`src/rtl/esf_pkg.sv`:
```
// Package for the event status flag block: field positions, widths, reset values.
// Assumes a single 50 MHz logic clock and a synchronous active-high reset.
package esf_pkg;
	localparam int unsigned STATUS_WIDTH   = 24;
	localparam int unsigned SENSE_COUNT    = 24;
	localparam int unsigned BIT_POWER_ON   = 0;
	localparam int unsigned BIT_SWITCH_CHG = 3;
	localparam int unsigned BIT_THERM_SHDN = 4;
	localparam int unsigned BIT_THERM_WARN = 5;
	localparam int unsigned BIT_SUPPLY_OV  = 6;
	localparam logic        FLAG_RESET     = 1'h0;
	localparam logic        POWER_ON_RESET = 1'h1;
endpackage

```
`src/rtl/esf_event_status_flags.sv`:
```
// Event status register flags: over-voltage, thermal warning, thermal shutdown,
// switch change and power-on, each cleared by a status read.
// Assumes event levels come from asynchronous detectors; the read strobe and the
// poll-done pulse come from logic on the same clock.
`timescale 1ns/1ps
`default_nettype none

// How it works
// - The over-voltage flag (bit 6) sets when over-voltage starts and again when it ends.
// - The thermal warning flag (bit 5) sets when the warning starts and again when it ends.
// - The thermal shutdown flag (bit 4) sets when shutdown starts and again when it clears.
// - The switch-change flag (bit 3) sets when any of the 24 sense inputs changes state.
// - The switch-change flag also sets when the first polling cycle after a trigger completes.
// - These four flags reset to zero and return to zero after a status register read.
// - The power-on flag (bit 0) is one after any reset and is cleared by a status read.
module esf_event_status_flags #(
	parameter int unsigned SENSE_COUNT = esf_pkg::SENSE_COUNT
) (
	input  wire logic                             ref_clk_in,
	input  wire logic                             sys_rst_in,
	input  wire logic                             supply_ov_in,
	input  wire logic                             therm_warn_in,
	input  wire logic                             therm_shdn_in,
	input  wire logic [SENSE_COUNT-1:0]           sense_in,
	input  wire logic                             poll_trigger_in,
	input  wire logic                             poll_cycle_done_in,
	input  wire logic                             status_read_in,
	output logic      [esf_pkg::STATUS_WIDTH-1:0] event_status_out
);

	// ************************************************************
	// Input synchronisers
	// ************************************************************
	localparam int unsigned LVL_W = SENSE_COUNT + 3;

	logic [LVL_W-1:0] meta_reg;
	logic [LVL_W-1:0] sync_reg;
	logic [LVL_W-1:0] prev_reg;
	logic             prev_valid_reg;
	logic [LVL_W-1:0] edge_next;

	// Two stages, then a history copy for edge detection
	// No reset: stages keep sampling through reset
	// So a level already high at release is no false edge
	always_ff @(posedge ref_clk_in) begin
		meta_reg <= {sense_in, therm_shdn_in, therm_warn_in, supply_ov_in};
		sync_reg <= meta_reg;
	end

	// History only valid after first real sample, avoids false edge at reset
	always_ff @(posedge ref_clk_in) begin
		prev_reg <= sync_reg;
		if (sys_rst_in) begin
			prev_valid_reg <= 1'b0;
		end else begin
			prev_valid_reg <= 1'b1;
		end
	end

	assign edge_next = prev_valid_reg ? (sync_reg ^ prev_reg) : '0;

	// ************************************************************
	// First poll completion tracking
	// ************************************************************
	logic poll_armed_reg;
	logic poll_first_done;

	assign poll_first_done = poll_armed_reg & poll_cycle_done_in;

	// Armed by trigger, disarmed by the first completed cycle
	always_ff @(posedge ref_clk_in) begin
		if (sys_rst_in) begin
			poll_armed_reg <= 1'b0;
		end else if (poll_trigger_in) begin
			poll_armed_reg <= 1'b1;
		end else if (poll_cycle_done_in) begin
			poll_armed_reg <= 1'b0;
		end
	end

	// ************************************************************
	// Sticky flags, read to clear, set wins
	// ************************************************************
	logic ov_reg;
	logic tw_reg;
	logic tsd_reg;
	logic ssc_reg;
	logic por_reg;
	logic ssc_set;

	assign ssc_set = (|edge_next[LVL_W-1:3]) | poll_first_done;

	// Over-voltage flag on either edge
	always_ff @(posedge ref_clk_in) begin
		if (sys_rst_in) begin
			ov_reg <= esf_pkg::FLAG_RESET;
		end else if (edge_next[0]) begin
			ov_reg <= 1'b1;
		end else if (status_read_in) begin
			ov_reg <= 1'b0;
		end
	end

	// Thermal warning flag on either edge
	always_ff @(posedge ref_clk_in) begin
		if (sys_rst_in) begin
			tw_reg <= esf_pkg::FLAG_RESET;
		end else if (edge_next[1]) begin
			tw_reg <= 1'b1;
		end else if (status_read_in) begin
			tw_reg <= 1'b0;
		end
	end

	// Thermal shutdown flag on either edge
	always_ff @(posedge ref_clk_in) begin
		if (sys_rst_in) begin
			tsd_reg <= esf_pkg::FLAG_RESET;
		end else if (edge_next[2]) begin
			tsd_reg <= 1'b1;
		end else if (status_read_in) begin
			tsd_reg <= 1'b0;
		end
	end

	// Switch change flag
	always_ff @(posedge ref_clk_in) begin
		if (sys_rst_in) begin
			ssc_reg <= esf_pkg::FLAG_RESET;
		end else if (ssc_set) begin
			ssc_reg <= 1'b1;
		end else if (status_read_in) begin
			ssc_reg <= 1'b0;
		end
	end

	// Power-on flag, one out of reset
	always_ff @(posedge ref_clk_in) begin
		if (sys_rst_in) begin
			por_reg <= esf_pkg::POWER_ON_RESET;
		end else if (status_read_in) begin
			por_reg <= 1'b0;
		end
	end

	// ************************************************************
	// Register image, reserved bits zero
	// ************************************************************
	always_ff @(posedge ref_clk_in) begin
		if (sys_rst_in) begin
			event_status_out <= '0;
		end else begin
			event_status_out                          <= '0;
			event_status_out[esf_pkg::BIT_SUPPLY_OV]  <= ov_reg;
			event_status_out[esf_pkg::BIT_THERM_WARN] <= tw_reg;
			event_status_out[esf_pkg::BIT_THERM_SHDN] <= tsd_reg;
			event_status_out[esf_pkg::BIT_SWITCH_CHG] <= ssc_reg;
			event_status_out[esf_pkg::BIT_POWER_ON]   <= por_reg;
		end
	end

	// ************************************************************
	// Checks
	// ************************************************************
	property p_ov_edge;
		@(posedge ref_clk_in) disable iff (sys_rst_in)
		edge_next[0] |=> ov_reg ##1 event_status_out[esf_pkg::BIT_SUPPLY_OV];
	endproperty
	a_ov_edge: assert property (p_ov_edge) else $error("ov flag missed edge");

	property p_tw_edge;
		@(posedge ref_clk_in) disable iff (sys_rst_in)
		edge_next[1] |=> tw_reg;
	endproperty
	a_tw_edge: assert property (p_tw_edge) else $error("tw flag missed edge");

	property p_tsd_edge;
		@(posedge ref_clk_in) disable iff (sys_rst_in)
		$rose(sync_reg[2]) && prev_valid_reg |=> tsd_reg;
	endproperty
	a_tsd_edge: assert property (p_tsd_edge) else $error("tsd flag missed edge");

	property p_ssc_sense;
		@(posedge ref_clk_in) disable iff (sys_rst_in)
		(prev_valid_reg && sync_reg[LVL_W-1:3] != prev_reg[LVL_W-1:3]) |=> ssc_reg;
	endproperty
	a_ssc_sense: assert property (p_ssc_sense) else $error("ssc missed sense change");

	property p_ssc_poll;
		@(posedge ref_clk_in) disable iff (sys_rst_in)
		poll_armed_reg && poll_cycle_done_in
		|=> ssc_reg && (!poll_armed_reg || $past(poll_trigger_in));
	endproperty
	a_ssc_poll: assert property (p_ssc_poll) else $error("ssc missed first poll");

	property p_read_clear;
		@(posedge ref_clk_in) disable iff (sys_rst_in)
		status_read_in && !(|edge_next) && !poll_first_done
		|=> !ov_reg && !tw_reg && !tsd_reg && !ssc_reg && !por_reg;
	endproperty
	a_read_clear: assert property (p_read_clear) else $error("read did not clear");

	property p_por_after_reset;
		@(posedge ref_clk_in)
		sys_rst_in ##1 !sys_rst_in |-> por_reg ##1 event_status_out[esf_pkg::BIT_POWER_ON];
	endproperty
	a_por_after_reset: assert property (p_por_after_reset) else $error("por not set");

	property p_set_wins;
		@(posedge ref_clk_in) disable iff (sys_rst_in)
		status_read_in && ssc_set |=> ssc_reg;
	endproperty
	a_set_wins: assert property (p_set_wins) else $error("event lost on read");

	property p_ov_set_wins;
		@(posedge ref_clk_in) disable iff (sys_rst_in)
		status_read_in && edge_next[0] |=> ov_reg;
	endproperty
	a_ov_set_wins: assert property (p_ov_set_wins) else $error("ov lost on read");

endmodule

`default_nettype wire

```
`config.mk`:
```
export PLATFORM = sky130hd
export DESIGN_NAME = esf_event_status_flags
export DESIGN_NICKNAME = d
export VERILOG_FILES = /design/src/rtl/esf_pkg.sv /design/src/rtl/esf_event_status_flags.sv
export SDC_FILE = /design/constraint.sdc
export NUM_CORES = 1
export LEC_CHECK = 0
export ABC_AREA = 1
export ABC_CLOCK_PERIOD_IN_PS = 1300
export BUFFER_PORTS_ARGS = -buffer_cell sky130_fd_sc_hd__buf_2
export CAP_MARGIN = 25
export CORE_UTILIZATION = 30
export DETAILED_ROUTE_END_ITERATION = 8
export HOLD_SLACK_MARGIN = 0.02
export PLACE_DENSITY_LB_ADDON = 0.15
export SYNTH_ARGS = -nofsm -noshare
export SYNTH_HDL_FRONTEND = slang
export SYNTH_SLANG_ARGS = --single-unit
```
`constraint.sdc`:
```
create_clock -name ref_clk_in -period 1.3 [get_ports ref_clk_in]
set_input_delay 0.13 -clock ref_clk_in [delete_from_list [all_inputs] [get_ports ref_clk_in]]
set_output_delay 0.13 -clock ref_clk_in [all_outputs]
set_load 0.01 [all_outputs]
```
==> flow_summary.toml, run 1 <==
[outcome]
outcome = "finished clean"

[critical_path]
cpMaxStageDelayCell = "dlygate4sd3_1"
crit_arrival_ps = 1480
worstPathRequired_ps = 1540
cp_common_cell = "dlygate4sd3_1"
critPathLaunchType = "input pin"
endpoint_kind = "register"
slowest_delay_ps = 540
rrSetupSlack_ps = 150
r2r_start = "poll_armed_reg"
rr_worst_depth = 3
crit_fanout = 1
path_class = "input pin to register"
regToRegEndpoint = "poll_armed_reg"
worstPathCellList = "dlygate4sd3_1 > buf_2 > a21oi_1 > nor2_1 > dlygate4sd3_1"

[min_path]
holdPathStages = 4
holdPathEnd = "ssc_reg"
hold_class = "input pin to register"
hp-start = "poll_cycle_done_in"

[layout]
fin_nets = 376
antenna_cells = 0
drive_above_1_share_pct = 15.52
syn_to_final_growth_pct = 29.53

[clocking]
clock_sinks = 93
cts_resized = 0
clk_latency_ps = 340
path_clk_slew_ps = 80
cts_hold_buf = 31
clockRootBuffer = "clkbuf_8"
htree_levels = 3
cts_buffer_depth = 2
cts_tree = "built"
cts_buffers = 9
post-cts-setup-buffers = 0

[place]
dp_hpwl_mm = 2.280
globalplace.congestion = 0.6600
io_buffers = 36

[synthesis]
synth_cells = 268
netlist_area_sq_um = 2640
synth_cell_types = 12
ys_seq_elements = 93
ys_warn_count = 0
syn-mean-instance-area_sq_um = 9.851
synth_seq_area_share_pct = 70.52

[detailed_routing]
dr.max_layer_used = "met4"
wl_met2_mm = 1.463
final_antenna_net_count = 0
via_per_inst = 3.570
wl_met3_um = 170
drc = 0
dr_total_vias = 1617
drt_iter0_markers = 41
wl_mm = 3.377
met1_length_mm = 1.664
dr.pass1.iters = 4
wl_per_cell_um = 7.455

[global_routing]
grt_usage_pct = 8.774
antenna_found_initial = 0
grt_pass1_vias = 1385
grt_pass1_wl_mm = 5.789
grt_max_degree = 17
grt_overflow = 0

[sta]
final-hold-violation-count = 0
finClkSkew_ps = 6.535
fin_setup_tns_ps = 0
maxSlewViolCount = 0
holdWs_ps = 180.1
setup_viol = 0
rsz0062_at_grt = "no"
finalCritPeriodShare_pct = 95.19
fmax_mhz = 808.1
period_minus_slack_ps = 1237

[floorplanning]
initial_core_util_pct = 31.50
die_w_um = 95.81
die_h_um = 95.81
ios = 56
design.core.area_sq_um = 8382
num_rows = 33
die_area_sq_um = 9180

[power]
ir_drop_v = 0.0006704
leakage_uw = 0.001734
power_density_nw_per_um2 = 1639

[flow_run]
max-cap-violations = 0
## metrics by stage
step / power, uW / utilization [%] / instances / setup WS, ps / instance area, sq um
2_1_floorplan: 3311 / - / 286 / 366.8 / 2708
3_3_place_gp: 3350 / 34.23 / 407 / 226.7 / 2869
3_5_place_dp: 3356 / 34.23 / 407 / 210.2 / 2869
4_1_cts: 5725 / 40.80 / 453 / 94.61 / 3420
5_1_grt: 5902 / 40.80 / 453 / 30.89 / 3420
6_report: 5604 / 40.80 / 453 / 62.54 / 3420
## synth_stat cells
master / count / area share, %
buf_4: 20 / 5.7
dfxtp_1: 93 / 71
a21oi_1: 1 / 0.19
a32o_1: 4 / 1.5
or2_2: 3 / 0.71
nand3_1: 1 / 0.19
xor2_1: 2 / 0.66
o21ai_0: 1 / 0.19
nand2_1: 54 / 7.7
conb_1: 1 / 0.14
inv_1: 43 / 6.1
nor2_1: 45 / 6.4
## cell type report
cell class / instances / area [sq um]
clock buffers: 9 / 123.9
clock inverters: 6 / 116.4
fillers: 807 / 4962
inverters: 43 / 161.4
multi-input cells: 130 / 534.3
flip-flops and latches: 93 / 1862
well taps: 105 / 131.4
repair buffers: 67 / 490.5
## power breakdown
part	switching, uW	total [uW]	internal [uW]	leakage [uW]
combinational	128	286	158	0.000830
clock	962	2250	1290	0.000121
sequential	63.0	3070	3010	0.000783
## critical path, delay by kind of cell
family	cells	cell delay, ps
AO/OA/AOI/OAI	1	100
AND/OR/NAND/NOR	1	50
buffers and inverters	3	1190
## layout by cell type, fill, tap and decap left out, types with 4 or more instances in the layout
cell,netlist,layout
dfxtp_1,93,93
nand2_1,54,54
nor2_1,45,45
inv_1,43,43
buf_2,0,36
dlygate4sd3_1,0,31
conb_1,1,19
clkbuf_8,0,9
a32o_1,4,4
## how the worst max path moves through the flow
stage | to | start | depth (start not counted) | slack [ps]
6_report | poll_armed_reg | poll_trigger_in | 5 | 60
5_1_grt | ssc_reg | sync_reg[3] | 9 | 30
4_1_cts | poll_armed_reg | poll_trigger_in | 5 | 90
3_5_place_dp | ssc_reg | sync_reg[7] | 9 | 210
3_3_place_gp | ssc_reg | sync_reg[17] | 9 | 230
2_1_floorplan | ssc_reg | sync_reg[12] | 9 | 370
## routing by layer
metal	track usage [%]	up-vias
li1	-	898
met1	10.03	663
met2	13.21	49
met3	4.028	7
met4	5.597	0
met5	0	-
## cells by family (layout without fill, tap and decap cells)
logic type / count (synthesis) / count (layout) / share of synthesized area [%]
flip-flops: 93 / 93 / 70.52
XOR/XNOR: 2 / 2 / 0.6636
buffers and inverters: 63 / 125 / 11.80
other: 1 / 19 / 0.1420
AND/OR/NAND/NOR: 103 / 103 / 14.98
AO/OA/AOI/OAI: 6 / 6 / 1.895
Note: power is estimated with default switching activity, not from simulation.
==> run 2: changes to the inputs <==
--- a/config.mk
+++ b/config.mk
@@ -6,7 +6,7 @@
 export NUM_CORES = 1
 export LEC_CHECK = 0
 export ABC_AREA = 1
-export ABC_CLOCK_PERIOD_IN_PS = 1300
+export ABC_CLOCK_PERIOD_IN_PS = 1200
 export BUFFER_PORTS_ARGS = -buffer_cell sky130_fd_sc_hd__buf_2
 export CAP_MARGIN = 25
 export CORE_UTILIZATION = 30
==> constraint.sdc (replaced) <==
create_clock -name ref_clk_in -period 1.2 [get_ports ref_clk_in]
set_input_delay 0.12 -clock ref_clk_in [delete_from_list [all_inputs] [get_ports ref_clk_in]]
set_output_delay 0.12 -clock ref_clk_in [all_outputs]
set_load 0.01 [all_outputs]
==> run 2 against run 1 <==
- die area unchanged
- non-clock buffer count shrank 1
- via count grew 0.31%
- setup slack improved by 87 ps
- power increased by 8.5%
- clock power is 8.9% higher
- sequential share of layout area grew 0.18 points
- final cell count is 0.22% lower
- sequential power grew 8.5%
==> flow_summary.toml, run 2 (synthesis results as in run 1) <==
[outcome]
outcome = "finished clean"

[detailed_routing]
via_per_inst = 3.588
wl_mm = 3.373
drc = 0
final_antenna_net_count = 0
drt_iter0_markers = 19
dr_total_vias = 1622
wl_per_cell_um = 7.462
dr.pass1.iters = 6

[critical_path]
endpoint_kind = "register"
critPathLaunchType = "register"
r2r_start = "sync_reg[17]"
slowest_delay_ps = 350
worstPathRequired_ps = 1450
rr_worst_depth = 9
critPathBufInv = 1
cp-endpoint = "ssc_reg"
crit_arrival_ps = 1300
rrSetupSlack_ps = 150
crit_cells = 9
crit_fanout = 3
path_class = "register to register"
cp_common_cell = "nand2_1"
worstPathCellList = "inv_1 > nand2_1 > nand2_1 > nor2_1 > nand2_1 > nor2_2 > nand3_1 > nand2_1 > nand2_1"
critPathLaunch = "sync_reg[17]"
crit_family = "simple AND/OR/NAND/NOR gates"
regToRegEndpoint = "ssc_reg"
cpMaxStageDelayCell = "dfxtp_1"

[place]
globalplace.congestion = 0.6578
place_ws_ps = 104.4
dp_hpwl_mm = 2.291
io_buffers = 36
place_area_sq_um = 2869

[sta]
fin_setup_tns_ps = 0
final-hold-violation-count = 0
setup_viol = 0
fmax_mhz = 951.9
finClkSkew_ps = 5.540
setup_ws_ps = 149.5
period_minus_slack_ps = 1051
rsz0062_at_grt = "no"
finalCritPeriodShare_pct = 87.54
holdWs_ps = 66.14
maxSlewViolCount = 0

[global_routing]
antenna_found_initial = 0
grt_overflow = 0
grt_pass1_vias = 1403
grt_max_degree = 17
grt_pass1_wl_mm = 5.892
grt_usage_pct = 8.929

[layout]
antenna_cells = 0
fin_area_sq_um = 3422
fin_nets = 375
final_common_cell = "dfxtp_1"
final_cell_mix = "dfxtp_1 (87), nand2_1 (54), inv_1 (43), nor2_1 (43), buf_2 (36)"
drive_above_1_share_pct = 17.87
syn_to_final_growth_pct = 29.62

[flow_run]
max-cap-violations = 0

[clocking]
htree_levels = 3
cts_tree = "built"
cts_buffers = 9
cts_buffer_depth = 2
clk_latency_ps = 350
clockRootBuffer = "clkbuf_8"
post-cts-setup-buffers = 0
clock_sinks = 93
path_clk_slew_ps = 80

[power]
seqPwrFrac_pct = 54.7
clkPwrFrac_pct = 40.2
finalPower_uw = 6078
power_density_nw_per_um2 = 1776
p_sw_share_pct = 20.68
p_int_uw = 4821
switchingPower_uw = 1257
share_comb_of_total_power_pct = 5.1
leakage_uw = 0.001728
ir_drop_v = 0.0008179

[floorplanning]
ios = 56
design.core.area_sq_um = 8382
num_rows = 33
die_h_um = 95.81
initial_core_util_pct = 31.50
die_area_sq_um = 9180
die_w_um = 95.81

[min_path]
hp-start = "poll_cycle_done_in"
hold_class = "input pin to register"
## run 2: repair_timing
item / CTS / global route
hold buffers: 30 / 0
endpoints found under the hold margin: 30 / 0
gates resized for setup: 0 / 8
setup endpoints to repair: 0 / 1
## run 2: worst min-delay path: cells and delay by family
family | cells | cell delay, ps
simple gates | 1 | 70
buf+inv | 2 | 140
compound gates | 1 | 50
## run 2: cell type report
| cell class | count | area, sq um |
|---|---|---|
| sequential | 93 | 1869 |
| multi-input combinational | 130 | 539.3 |
| clock buffer | 9 | 123.9 |
| inverter | 43 | 161.4 |
| tap | 105 | 131.4 |
| fill | 819 | 4960 |
| clock inverter | 6 | 116.4 |
| timing repair buffer | 66 | 480.5 |
## run 2: how the worst min path moves through the flow
| stage | to | cells past startpoint |
|---|---|---|
| detailed placement | meta_reg[10] | 1 |
| global route | poll_armed_reg | 4 |
| global placement | meta_reg[18] | 1 |
| finish | poll_armed_reg | 4 |
| CTS | poll_armed_reg | 4 |
| floorplan | meta_reg[0] | 0 |
## run 2: metal layers
layer | vias up | share of wire [%] | wire (um) | track usage, %
li1 | 894 | - | - | -
met1 | 674 | 48 | 1605 | 10.10
met2 | 49 | 44 | 1497 | 13.51
met3 | 5 | 6.4 | 215 | 5.213
met4 | 0 | 1.6 | 55 | 4.104
met5 | - | 0 | 0 | 0
## run 2: power groups by stage
stage	clock network, uW	logic, uW	registers, uW
after floorplan	0	201	3390
after global placement	0	235	3390
after detailed placement	0	237	3400
after CTS	2570	312	3330
after global routing	2680	363	3350
final	2450	307	3330
## run 2: through the flow
| stage | util (%) | instances |
|---|---|---|
| 4_1_cts | 40.68 | 452 |
| 3_5_place_dp | 34.23 | 407 |
| 5_1_grt | 40.83 | 452 |
| 6_report | 40.83 | 452 |
| 3_3_place_gp | 34.23 | 407 |
| 2_1_floorplan | - | 286 |
